$ cat config.mk
export PLATFORM = sky130hd
export DESIGN_NAME = wwd_top
export DESIGN_NICKNAME = d
export VERILOG_FILES = /design/src/common/wwd_pkg.sv /design/src/rtl/wwd_top.sv /design/src/rtl/wwd_sync.sv /design/src/rtl/wwd_counter.sv
export SDC_FILE = /design/constraint.sdc
export NUM_CORES = 1
export LEC_CHECK = 0
export BUFFER_PORTS_ARGS = -buffer_cell sky130_fd_sc_hd__buf_2
export CAP_MARGIN = 20
export CORE_ASPECT_RATIO = 1.5
export CORE_MARGIN = 5
export CORE_UTILIZATION = 58
export DETAILED_ROUTE_END_ITERATION = 12
export PLACE_DENSITY = 0.89
export SYNTH_ARGS = -nofsm -noshare
export SYNTH_HDL_FRONTEND = slang
export SYNTH_SLANG_ARGS = --single-unit
$ cat constraint.sdc
create_clock -name core_clk -period 10 [get_ports core_clk]
set_clock_uncertainty 0.1 [all_clocks]
set_input_delay 1 -clock core_clk [delete_from_list [all_inputs] [get_ports core_clk]]
set_output_delay 1 -clock core_clk [all_outputs]
set_load 0.05 [all_outputs]
$ cat src/common/wwd_pkg.sv
// package: register map, field layout, reset values and types of the windowed watchdog
package wwd_pkg;
   // register offsets (byte addresses inside the block)
   localparam logic [3:0] OFS_CONTROL    = 4'h0;
   localparam logic [3:0] OFS_SETUP      = 4'h1;
   localparam logic [3:0] OFS_WARN       = 4'h2;
   localparam logic [3:0] OFS_GAP        = 4'h3;
   localparam logic [3:0] OFS_MASK_CLR   = 4'h4;
   localparam logic [3:0] OFS_MASK_SET   = 4'h5;
   localparam logic [3:0] OFS_PENDING    = 4'h6;
   localparam logic [3:0] OFS_STATE      = 4'h7;
   localparam logic [3:0] OFS_KICK       = 4'h8;
   // field positions
   localparam int BIT_LOCK     = 7;
   localparam int BIT_WINMODE  = 2;
   localparam int BIT_ENABLE   = 1;
   localparam int BIT_EW       = 0;
   localparam int BIT_BUSY     = 7;
   localparam int CLOSED_LSB   = 4;
   localparam int OPEN_LSB     = 0;
   // values
   localparam logic [7:0] KICK_KEY_VAL  = 8'ha5;
   localparam logic [3:0] CODE_MAX      = 4'hb;
   localparam logic [7:0] RST_BYTE      = 8'h00;
   localparam int         CNT_W         = 16;
   localparam logic [CNT_W-1:0] BASE_LEN = 16'h0008;
   localparam logic [CNT_W-1:0] CNT_ZERO = 16'h0000;
   localparam logic [1:0] SYNC_ZERO     = 2'h0;

   // bus access from the peripheral side
   typedef struct packed {
      logic       valid;
      logic       write;
      logic [3:0] addr;
      logic [3:0] byteEn;
      logic [31:0] wdata;
   } wwd_req_s;

   // settings carried into the counting domain
   typedef struct packed {
      logic       run;
      logic       winMode;
      logic [3:0] closedCode;
      logic [3:0] openCode;
      logic [3:0] warnCode;
   } wwd_cfg_s;

   typedef enum logic [1:0] {ST_IDLE, ST_CLOSED, ST_OPEN} wwd_phase_e;

   // doubling encoding: 8 << code; reserved codes saturate at the top length
   function automatic logic [CNT_W-1:0] codeLen(input logic [3:0] code);
      logic [3:0] c;
      c = (code > CODE_MAX) ? CODE_MAX : code;
      return BASE_LEN << c;
   endfunction
endpackage

$ cat src/rtl/wwd_top.sv
// register bank and control of the windowed watchdog
`timescale 1ns/10ps
`default_nettype none
module wwd_top
   import wwd_pkg::*;
(
   input  wire logic        core_clk,
   input  wire logic        reset,
   input  wire logic        porReset,
   input  wire wwd_req_s    busReq,
   output logic [31:0]      busRdata,
   output logic             busReady,
   input  wire logic        accessGuardLock,
   input  wire logic [7:0]  startControl,
   input  wire logic [7:0]  startSetup,
   input  wire logic [7:0]  startWarn,
   input  wire logic        startLoad,
   output logic             earlyWarnIrq,
   output logic             systemResetReq
);
   // control state
   logic       lock_q, lock_d;
   logic       winMode_q, winMode_d;
   logic       enable_q, enable_d;
   logic [7:0] setup_q, setup_d;
   logic [3:0] warn_q, warn_d;
   logic       irqMask_q, irqMask_d;
   logic       irqFlag_q, irqFlag_d;
   logic [1:0] syncCnt_q, syncCnt_d;
   logic       kick_q, kick_d;
   logic       badKick_q, badKick_d;
   logic       rstReq_q, rstReq_d;
   logic [31:0] rdata_q, rdata_d;
   logic       guardSync;
   logic       warnPulse, expire;
   wwd_cfg_s   cfg;

   // strap-like guard input comes from another domain
   wwd_sync wwd_sync_i (
      .core_clk (core_clk),
      .reset    (reset),
      .din      (accessGuardLock),
      .dout     (guardSync)
   );

   // byte lane select for one register offset within the word
   function automatic logic laneHit(input wwd_req_s r, input logic [3:0] ofs);
      logic hit;
      hit = r.valid && r.write && (r.addr[3:2] == ofs[3:2]) && r.byteEn[ofs[1:0]];
      return hit;
   endfunction

   function automatic logic [7:0] laneData(input wwd_req_s r, input logic [3:0] ofs);
      logic [7:0] b;
      b = r.wdata[8*ofs[1:0] +: 8];
      return b;
   endfunction

   // engine settings; lock forces the watchdog on
   always_comb begin
      cfg.run        = enable_q || lock_q;
      cfg.winMode    = winMode_q;
      cfg.closedCode = setup_q[CLOSED_LSB +: 4];
      cfg.openCode   = setup_q[OPEN_LSB +: 4];
      cfg.warnCode   = warn_q;
   end

   wwd_counter wwd_counter_i (
      .core_clk  (core_clk),
      .reset     (reset),
      .cfg       (cfg),
      .kick      (kick_q),
      .badKick   (badKick_q),
      .warnPulse (warnPulse),
      .expire    (expire)
   );

   // register writes; each byte lane is decoded on its own byte-enable bit, so one access may write several registers
   always_comb begin
      logic [7:0] b;
      logic       running;
      b          = RST_BYTE;
      running    = enable_q || lock_q;
      lock_d     = lock_q;
      winMode_d  = winMode_q;
      enable_d   = enable_q;
      setup_d    = setup_q;
      warn_d     = warn_q;
      irqMask_d  = irqMask_q;
      irqFlag_d  = irqFlag_q;
      syncCnt_d  = (syncCnt_q != SYNC_ZERO) ? syncCnt_q - 2'h1 : SYNC_ZERO;
      kick_d     = 1'b0;
      badKick_d  = 1'b0;
      rstReq_d   = rstReq_q || expire;
      if (laneHit(busReq, OFS_CONTROL)) begin
         b = laneData(busReq, OFS_CONTROL);
         if (!lock_q) begin
            lock_d   = b[BIT_LOCK];
            enable_d = b[BIT_ENABLE];
            syncCnt_d = 2'h3;
         end
         if (!enable_q || lock_q) begin
            winMode_d = b[BIT_WINMODE];
         end
      end
      if (laneHit(busReq, OFS_SETUP) && !lock_q && !running) begin
         setup_d = laneData(busReq, OFS_SETUP);
      end
      if (laneHit(busReq, OFS_WARN) && !lock_q && !guardSync && !running) begin
         b = laneData(busReq, OFS_WARN);
         warn_d    = b[3:0];
         syncCnt_d = 2'h3;
      end
      // a function result cannot be bit-selected, so the lane is shifted and masked
      if (laneHit(busReq, OFS_MASK_CLR) &&
          ((laneData(busReq, OFS_MASK_CLR) >> BIT_EW) & 8'h01) != 8'h00) begin
         irqMask_d = 1'b0;
      end
      if (laneHit(busReq, OFS_MASK_SET) &&
          ((laneData(busReq, OFS_MASK_SET) >> BIT_EW) & 8'h01) != 8'h00) begin
         irqMask_d = 1'b1;
      end
      if (laneHit(busReq, OFS_PENDING) &&
          ((laneData(busReq, OFS_PENDING) >> BIT_EW) & 8'h01) != 8'h00) begin
         irqFlag_d = 1'b0;
      end
      // set wins over a clear in the same cycle
      if (warnPulse) begin
         irqFlag_d = 1'b1;
      end
      if (laneHit(busReq, OFS_KICK) && running) begin
         if (laneData(busReq, OFS_KICK) == KICK_KEY_VAL) begin
            kick_d = 1'b1;
         end else begin
            badKick_d = 1'b1;
            rstReq_d  = 1'b1;
         end
      end
      // startup configuration load overrides the control, setup and warning register writes
      if (startLoad) begin
         lock_d    = startControl[BIT_LOCK];
         winMode_d = startControl[BIT_WINMODE];
         enable_d  = startControl[BIT_ENABLE];
         setup_d   = startSetup;
         warn_d    = startWarn[3:0];
      end
   end

   // read mux; reserved bits and the write-only kick read as zero
   always_comb begin
      rdata_d = 32'h0000_0000;
      if (busReq.valid && !busReq.write) begin
         case (busReq.addr[3:2])
            2'h0: begin
               rdata_d[7:0]   = {lock_q, 4'h0, winMode_q, enable_q, 1'b0};
               rdata_d[15:8]  = setup_q;
               rdata_d[23:16] = {4'h0, warn_q};
            end
            2'h1: begin
               rdata_d[7:0]   = {7'h00, irqMask_q};
               rdata_d[15:8]  = {7'h00, irqMask_q};
               rdata_d[23:16] = {7'h00, irqFlag_q};
               rdata_d[31:24] = {(syncCnt_q != SYNC_ZERO), 7'h00};
            end
            default: rdata_d = 32'h0000_0000;
         endcase
      end
   end

   // lock clears only on power-on reset or a startup load with the lock bit clear
   always_ff @(posedge core_clk or posedge porReset) begin
      if (porReset) begin
         lock_q <= 1'b0;
      end else begin
         lock_q <= lock_d || lock_q && !startLoad;
      end
   end

   always_ff @(posedge core_clk or posedge reset) begin
      if (reset) begin
         winMode_q <= 1'b0;
         enable_q  <= 1'b0;
         setup_q   <= RST_BYTE;
         warn_q    <= 4'h0;
         irqMask_q <= 1'b0;
         irqFlag_q <= 1'b0;
         syncCnt_q <= SYNC_ZERO;
         kick_q    <= 1'b0;
         badKick_q <= 1'b0;
         rstReq_q  <= 1'b0;
         rdata_q   <= 32'h0000_0000;
      end else begin
         winMode_q <= winMode_d;
         enable_q  <= enable_d;
         setup_q   <= setup_d;
         warn_q    <= warn_d;
         irqMask_q <= irqMask_d;
         irqFlag_q <= irqFlag_d;
         syncCnt_q <= syncCnt_d;
         kick_q    <= kick_d;
         badKick_q <= badKick_d;
         rstReq_q  <= rstReq_d;
         rdata_q   <= rdata_d;
      end
   end

   assign busRdata       = rdata_q;
   assign busReady       = 1'b1;
   assign earlyWarnIrq   = irqFlag_q && irqMask_q;
   assign systemResetReq = rstReq_q;
endmodule // wwd_top

`default_nettype wire

$ cat src/rtl/wwd_sync.sv
// two-flop level synchroniser
`timescale 1ns/10ps
`default_nettype none
module wwd_sync (
   input  wire logic core_clk,
   input  wire logic reset,
   input  wire logic din,
   output logic      dout
);
   logic [1:0] stage_q;
   logic [1:0] stage_d;

   // first stage only feeds the second
   always_comb begin
      stage_d = {stage_q[0], din};
   end

   always_ff @(posedge core_clk or posedge reset) begin
      if (reset) begin
         stage_q <= 2'h0;
      end else begin
         stage_q <= stage_d;
      end
   end

   assign dout = stage_q[1];
endmodule // wwd_sync

`default_nettype wire

$ cat src/rtl/wwd_counter.sv
// counting engine: closed and open phases and the early warning of the watchdog
`timescale 1ns/10ps
`default_nettype none
module wwd_counter
   import wwd_pkg::*;
(
   input  wire logic     core_clk,
   input  wire logic     reset,
   input  wire wwd_cfg_s cfg,
   input  wire logic     kick,
   input  wire logic     badKick,
   output logic          warnPulse,
   output logic          expire
);
   wwd_phase_e       phase_q, phase_d;
   logic [CNT_W-1:0] count_q, count_d;
   logic             warned_q, warned_d;
   logic [CNT_W-1:0] closedLen, openLen, warnLen;

   assign closedLen = codeLen(cfg.closedCode);
   assign openLen   = codeLen(cfg.openCode);
   assign warnLen   = codeLen(cfg.warnCode);

   // phase sequencer; counter restarts on start and on a valid kick in the open phase
   always_comb begin
      phase_d   = phase_q;
      count_d   = count_q;
      warned_d  = warned_q;
      warnPulse = 1'b0;
      expire    = 1'b0;
      case (phase_q)
         ST_IDLE: begin
            count_d  = CNT_ZERO;
            warned_d = 1'b0;
            if (cfg.run) begin
               phase_d = cfg.winMode ? ST_CLOSED : ST_OPEN;
            end
         end
         ST_CLOSED: begin
            count_d = count_q + 16'h0001;
            if (!cfg.run) begin
               phase_d = ST_IDLE;
            end else if (kick || badKick) begin
               expire = 1'b1;
               phase_d = ST_IDLE;
            end else if (count_d >= closedLen) begin
               phase_d   = ST_OPEN;
               count_d   = CNT_ZERO;
               warnPulse = 1'b1;
               warned_d  = 1'b1;
            end
         end
         ST_OPEN: begin
            count_d = count_q + 16'h0001;
            if (!cfg.run) begin
               phase_d = ST_IDLE;
            end else if (badKick) begin
               expire  = 1'b1;
               phase_d = ST_IDLE;
            end else if (kick) begin
               count_d  = CNT_ZERO;
               warned_d = 1'b0;
               phase_d  = cfg.winMode ? ST_CLOSED : ST_OPEN;
            end else if (count_d >= openLen) begin
               expire  = 1'b1;
               phase_d = ST_IDLE;
            end else if (!cfg.winMode && !warned_q && count_d >= warnLen) begin
               warnPulse = 1'b1;
               warned_d  = 1'b1;
            end
         end
         default: phase_d = ST_IDLE;
      endcase
   end

   always_ff @(posedge core_clk or posedge reset) begin
      if (reset) begin
         phase_q  <= ST_IDLE;
         count_q  <= CNT_ZERO;
         warned_q <= 1'b0;
      end else begin
         phase_q  <= phase_d;
         count_q  <= count_d;
         warned_q <= warned_d;
      end
   end
endmodule // wwd_counter

`default_nettype wire

==> results of run 1 <==
## worst max-delay path by stage
stage / startpoint / endpoint / slack (ns) / cells past startpoint
floorplan: wwd_counter_i.count_q[5]$_DFFE_PP0N_ / wwd_counter_i.count_q[13]$_DFFE_PP0N_ / 6.45 / 16
global placement: wwd_counter_i.count_q[0]$_DFFE_PP0N_ / wwd_counter_i.count_q[10]$_DFFE_PP0N_ / 5.76 / 14
detailed placement: wwd_counter_i.count_q[4]$_DFFE_PP0N_ / wwd_counter_i.count_q[9]$_DFFE_PP0N_ / 5.63 / 15
CTS: wwd_counter_i.count_q[5]$_DFFE_PP0N_ / wwd_counter_i.count_q[9]$_DFFE_PP0N_ / 5.60 / 15
global route: wwd_counter_i.count_q[5]$_DFFE_PP0N_ / wwd_counter_i.count_q[9]$_DFFE_PP0N_ / 5.28 / 15
finish: wwd_counter_i.count_q[4]$_DFFE_PP0N_ / wwd_counter_i.count_q[9]$_DFFE_PP0N_ / 5.54 / 15
## metal layers
layer / vias up / wire [µm] / GRT usage, %
met5: - / 0 / 0
met4: 0 / 276 / 10.67
met3: 23 / 428 / 5.371
met2: 107 / 5199 / 39.60
met1: 1681 / 3698 / 26.15
li1: 1727 / - / -
## worst max-delay path: cells and delay by family (launching register included)
kind / cells / cell delay (ns)
flip-flops: 1 / 0.45
AND/OR/NAND/NOR: 7 / 1.52
AO/OA/AOI/OAI: 7 / 2.11
adder cells (fa/ha/maj): 1 / 0.19
## cells by family after synthesis
group	Yosys count	share of synthesized area [%]
DFF	60	36.26
muxes	19	4.684
buffers and inverters	42	5.319
AOI/OAI and AO/OA	89	14.17
adders and majority gates	42	12.66
xor gates and xnor gates	12	2.720
and+or+nand+nor	198	24.00
other	2	0.1814
## power groups by stage
stage | Combinational [mW] | Sequential [mW] | Clock [mW]
final | 0.208 | 0.282 | 0.211
after global routing | 0.231 | 0.286 | 0.225
after CTS | 0.207 | 0.282 | 0.213
after detailed placement | 0.205 | 0.286 | 0
after global placement | 0.197 | 0.285 | 0
after floorplan | 0.154 | 0.292 | 0
## cell type report
cell class	instances	area, µm²
Multi-Input combinational cell	379	2482
Fill cell	497	2247
Sequential cell	60	1501
Timing Repair Buffer	66	332.8
Clock buffer	13	148.9
Tap cell	78	97.59
Inverter	14	52.55
Clock inverter	2	35.03
## metrics by stage
stage	setup WS (ns)	total power [mW]	instance area, µm²	instances	utilization [%]
floorplan	6.452	0.4453	4204	481	-
global placement	5.763	0.4814	4467	597	64.76
detailed placement	5.632	0.4916	4467	597	64.76
CTS	5.603	0.7017	4651	612	67.42
global route	5.281	0.7422	4651	612	67.42
finish	5.537	0.7017	4651	612	67.42
## synthesized netlist by cell type, types with 2 or more instances
cell type	count
clkbuf_1	10
nand4b_1	2
mux2i_1	16
o211ai_1	6
or2_2	2
nor2_1	25
and2_1	15
nand2b_1	10
or3b_2	2
nand4_1	5
o31ai_1	3
nor4_1	4
o21bai_1	2
xnor2_1	4
a21o_1	11
and4b_1	2
nand3_1	12
nand3b_1	2
a31oi_1	5
o21ai_0	27
a21oi_1	17
nor2b_1	13
nor3_1	5
mux2_2	2
ha_1	41
and3_1	4
nor3b_1	2
a211oi_1	3
conb_1	2
a22oi_1	2
inv_1	14
xor2_1	7
o211a_1	2
buf_4	16
nand2_1	86
dfrtp_1	60
## sequential cells by signal, indices dropped and copies added, names as in the netlist
signal	count
badKick_q	1
busRdata	17
enable_q	1
irqFlag_q	1
irqMask_q	1
kick_q	1
lock_q	1
setup_q	8
syncCnt_q	2
systemResetReq	1
warn_q	4
winMode_q	1
wwd_counter_i.count_q	16
wwd_counter_i.phase_q	2
wwd_counter_i.warned_q	1
wwd_sync_i.stage_q	2
==> out/summary.txt, run 1 <==
RSZ-0062 raised after global routing: no
Hold depth: 0
Vias in the first global route: 3627
Fraction of layout cells with a size suffix above 1: 17.60%
CTS-repair resized insts: 0
Setup slack, reg-to-reg: 5.54 ns
P_sw: 0.2443 mW
Slew headroom: 47.83%
Synth unique cells: 59
Actual slew at the worst max-slew pin: 0.7797 ns
Num rows: 37
Kind of critical path: flip-flop to flip-flop
Syn Inst Count: 464
Worst Path Arrival: 4.60 ns
Most used cell, CP: nand2_1
Hold Crit Start: wwd_sync_i.stage_q[0]$_DFF_PP0_
Core area: 6898 µm²
DR iter-0 viols: 185
Register area share after synthesis: 36.26%
EDFF count, synth: 0
Status: completed
Worst path max stage delay: 0.59 ns
Clock Latency Late Sink: 0.35 ns
Avg Inst Size Synth: 8.923 µm²
CTS Buffer Depth: 2
Total gr overflow: 0
Cts hold-fix bufs: 0
Nets: 642
Port bufs: 65
Post-route ant nets: 0
GP Congestion: 0.8821
First-pass GRT wire length: 16230 µm
Post-CTS Setup Inserts: 0
Ports: 106
Synth top area share: 36.26%
Reg-to-reg critical path endpoint: wwd_counter_i.count_q[9]$_DFFE_PP0N_
Pin count of the biggest net entering global routing: 60
CTS buffer count: 9
Root buf cell: clkbuf_8
Startpoint types: flip-flop
H-tree depth: 3
Yosys top cell by area: dfrtp_1
PD cells: 150.9 nW/µm²
Worst R2R Path Depth: 15
Chip width: 78.99 µm
Die Height: 113.5 µm
Synthesis Warnings: 0
Via count: 3538
Switching Fraction: 34.82%
Reg2reg start: wwd_counter_i.count_q[4]$_DFFE_PP0N_
Final setup TNS: 0 ns
CP max FO: 19
Syn-to-layout area delta: 12.33%
1st-pass router iterations: 4
Vias per cell: 5.781
Total global-route track usage: 22.78%
Post-Syn Area: 4140 µm²
P_leak: 2.502 nW
Initial Util: 60.02%
Worst-path clk slew: 0.06 ns
Initial antenna violation count: 0
Async S/R FF share, synth: 100.0%
Peak supply drop: 0.1393 mV
Internal: 0.4574 mW
Worst Setup End Kind: flip-flop
DRC Markers: 0
MaxCap Viol Count: 0
Final WL: 9602 µm
Antenna Cells: 0
Setup violators final: 0
Yosys reg bits: 60
Hold Crit Class: flip-flop to flip-flop
Fmax: 224.1 MHz
Endpoint, Worst Hold: wwd_sync_i.stage_q[1]$_DFF_PP0_
Dominant synthesized flop cell: dfrtp_1
Most common cell after layout, fill and taps aside: nand2_1
Combinational power share: 29.7%
Final Hold Slack: 0.2589 ns
Final worst-path cycle share: 44.63%
Hold Vio Cnt, Final: 0
Clock network fraction of total power: 30.1%
Max stage delay cell, worst path: o21ai_2
Clock sink total: 60
DP HPWL: 7247 µm
Minimum clock period: 4.463 ns
Die area: 8963 µm²
WL/cell: 15.69 µm
Final Slew Violations: 0
Sequential share of power: 40.2%
Most frequent cells in the layout: nand2_1 (86), buf_2 (65), dfrtp_1 (60)
CP cell instances: and4_4, nand2_1, nor2_1, nand3_1, or2_2, nand2_1, ha_1, nand4_1, a211oi_1, a22oi_1, o21ai_0, a31oi_4, o21ai_2, o21bai_1, a21o_1
Synth area leaders: dfrtp_1 (36%), ha_1 (12%), nand2_1 (7.8%)
Required time of the worst setup path: 10.14 ns
TritonCTS clock tree: done
Power figures use the tool's default switching activity.
==> run 2, diff against run 1 <==
Settings changed: CORE_UTILIZATION 58 to 54, PLACE_DENSITY 0.89 to 0.84.
Clock period 10 ns to 4.35 ns, I/O delays scaled along.
==> run 2 against run 1 <==
Compared with the run above: count of clock-buffer cells in the layout decreased by 2; via count increased by 1.1%; sequential power increased by 130%; wire length increased by 1.6%; worst setup slack got worse by 5.2 ns; register-to-register slack got worse by 5.2 ns; final area increased by 3.5%; global-route usage decreased by 0.25 points; flip-flop and latch count unchanged; clock power increased to 2.9 times the previous value; final cell count increased by 4.9%; combinational power increased by 130%.
==> out/summary.txt, run 2 (synthesized netlist as in run 1, its figures left out) <==
PD cells: 364.7 nW/µm² (was 150.9 nW/µm²)
Syn-to-layout area delta: 16.23% (was 12.33%)
Minimum clock period: 4.039 ns (was 4.463 ns)
Vias in the first global route: 3777 (was 3627)
Fmax: 247.6 MHz (was 224.1 MHz)
Total gr overflow: 0 (unchanged)
Worst Setup End Kind: flip-flop (unchanged)
Required time of the worst setup path: 4.46 ns (was 10.14 ns)
Hold Vio Cnt, Final: 0 (unchanged)
GP Congestion: 0.8747 (was 0.8821)
Post-route ant nets: 0 (unchanged)
CP max FO: 5 (was 19)
Final Slew Violations: 0 (unchanged)
Setup ws final: 0.3115 ns (was 5.537 ns)
Max stage delay cell, worst path: dfrtp_1 (was o21ai_2)
GR Util met3: 6.049% (was 5.371%)
Clock Latency Late Sink: 0.33 ns (was 0.35 ns)
Max reg flops: 17 (unchanged)
WL/cell: 15.20 µm (was 15.69 µm)
P_leak: 2.575 nW (was 2.502 nW)
Antenna Cells: 0 (unchanged)
Hold Crit Start: accessGuardLock (was wwd_sync_i.stage_q[0]$_DFF_PP0_)
Crit path launch: wwd_counter_i.count_q[0]$_DFFE_PP0N_ (was wwd_counter_i.count_q[4]$_DFFE_PP0N_)
Nets: 649 (was 642)
Total global-route track usage: 22.53% (was 22.78%)
First-pass GRT wire length: 16470 µm (was 16230 µm)
Post-route cell area: 4812 µm² (was 4651 µm²)
CTS buffer count: 9 (unchanged)
Worst-path clk slew: 0.05 ns (was 0.06 ns)
Non-Filler Instances: 642 (was 612)
Placed insts: 626 (was 597)
Actual slew at the worst max-slew pin: 0.8313 ns (was 0.7797 ns)
MaxCap Viol Count: 0 (unchanged)
Switching Fraction: 33.17% (was 34.82%)
Hold Crit Class: primary input to flip-flop (was flip-flop to flip-flop)
Num rows: 39 (was 37)
Reg2reg start: wwd_counter_i.count_q[0]$_DFFE_PP0N_ (was wwd_counter_i.count_q[4]$_DFFE_PP0N_)
DR iter-0 viols: 198 (was 185)
DP HPWL: 7494 µm (was 7247 µm)
Worst path max stage delay: 0.40 ns (was 0.59 ns)
Via count: 3577 (was 3538)
Met2 Use GR: 39.01% (was 39.60%)
Final Hold Slack: 0.1084 ns (was 0.2589 ns)
Root buf cell: clkbuf_16 (was clkbuf_8)
Final setup TNS: 0 ns (unchanged)
Final Power: 1.755 mW (was 0.7017 mW)
Initial antenna violation count: 0 (unchanged)
Most common cell after layout, fill and taps aside: nand2_1 (unchanged)
Sequential share of power: 37.0% (was 40.2%)
CTS Buffer Depth: 2 (unchanged)
Internal: 1.173 mW (was 0.4574 mW)
Final core utilization: 63.62% (was 67.42%)
Kind of critical path: flip-flop to flip-flop (unchanged)
Worst Path Arrival: 4.15 ns (was 4.60 ns)
Post-CTS Setup Inserts: 0 (unchanged)
Final WL: 9756 µm (was 9602 µm)
Vias per cell: 5.572 (was 5.781)
Core area: 7564 µm² (was 6898 µm²)
Clock network fraction of total power: 35.4% (was 30.1%)
RSZ-0062 raised after global routing: no (unchanged)
Combinational power share: 27.5% (was 29.7%)
TritonCTS clock tree: done (unchanged)
Fraction of layout cells with a size suffix above 1: 18.52% (was 17.60%)
Initial Util: 54.74% (was 60.02%)
CP cell instances: ha_1, and3_4, nand4_4, and2b_1, xor2_1, ha_1, nand3_1, o31ai_1, o21ai_0, maj3_2, o31a_1, a32o_1, a21oi_2, mux2_1 (was and4_4, nand2_1, nor2_1, nand3_1, or2_2, nand2_1, ha_1, nand4_1, a211oi_1, a22oi_1, o21ai_0, a31oi_4, o21ai_2, o21bai_1, a21o_1)
Fill count: 603 (was 497)
DRC Markers: 0 (unchanged)
Status: completed (unchanged)
Most frequent cells in the layout: nand2_1 (86), buf_2 (65), dfrtp_1 (60) (unchanged)
Placed Instance Area: 4534 µm² (was 4467 µm²)
Setup violators final: 0 (unchanged)
Ports: 106 (unchanged)
1st-pass router iterations: 4 (unchanged)
Die Height: 117.2 µm (was 113.5 µm)
GR peak layer: met2 (unchanged)
Peak supply drop: 0.3428 mV (was 0.1393 mV)
Final worst-path cycle share: 92.84% (was 44.63%)
Slew headroom: 44.38% (was 47.83%)
Startpoint types: flip-flop (unchanged)
P_sw: 0.5821 mW (was 0.2443 mW)
Chip width: 81.50 µm (was 78.99 µm)
Worst slack, placed: 0.2751 ns (was 5.632 ns)
H-tree depth: 3 (unchanged)
WP buf/inv: 0 (unchanged)
Pin count of the biggest net entering global routing: 47 (was 60)
Most used cell, CP: ha_1 (was nand2_1)
Clock sink total: 60 (unchanged)
Port bufs: 65 (unchanged)
Crit path max-delay family: compound AO/OA/AOI/OAI gates (unchanged)
Die area: 9554 µm² (was 8963 µm²)
Met1 Usage GRT: 23.90% (was 26.15%)
[run 2: repair_timing]
item,CTS,global route
hold buffers,2,0
resized for setup,0,1
endpoints found under the hold margin,14,0
setup endpoints to repair,0,9
[run 2: worst paths after layout]
check	to	slack, ns	cells past startpoint
hold reg to reg	wwd_sync_i.stage_q[1]$_DFF_PP0_	0.25	0
setup / recovery	wwd_counter_i.phase_q[1]$_DFFE_PP0P_	0.31	14
max in group asynchronous	busRdata[15]$_DFF_PP0_	2.80	4
setup reg to reg	wwd_counter_i.phase_q[1]$_DFFE_PP0P_	0.31	14
hold / removal	wwd_sync_i.stage_q[0]$_DFF_PP0_	0.11	1
min in group asynchronous	lock_q$_DFF_PP0_	0.39	3
[run 2: layout make-up]
type / count / area (µm²) / share of cell area (%)
sequential: 60 / 1501 / 31.20
inverter: 14 / 52.55 / 1.092
timing repair buffer: 73 / 390.4 / 8.112
tap: 102 / 127.6 / 2.652
multi-input combinational: 379 / 2482 / 51.59
clock buffer: 11 / 242.7 / 5.044
clock inverter: 3 / 15.01 / 0.3120
[run 2: layer usage]
metal | part of all wire (%) | wire [µm]
met2 | 54 | 5263
met4 | 3.6 | 352
met5 | 0 | 0
met1 | 37 | 3577
met3 | 5.8 | 562
[run 2: power groups by stage]
stage | sequential (mW) | combinational, mW | clock, mW
5_1_grt | 0.659 | 0.537 | 0.661
3_5_place_dp | 0.658 | 0.478 | 0
4_1_cts | 0.649 | 0.483 | 0.630
3_3_place_gp | 0.655 | 0.460 | 0
2_1_floorplan | 0.671 | 0.353 | 0
6_report | 0.650 | 0.483 | 0.621
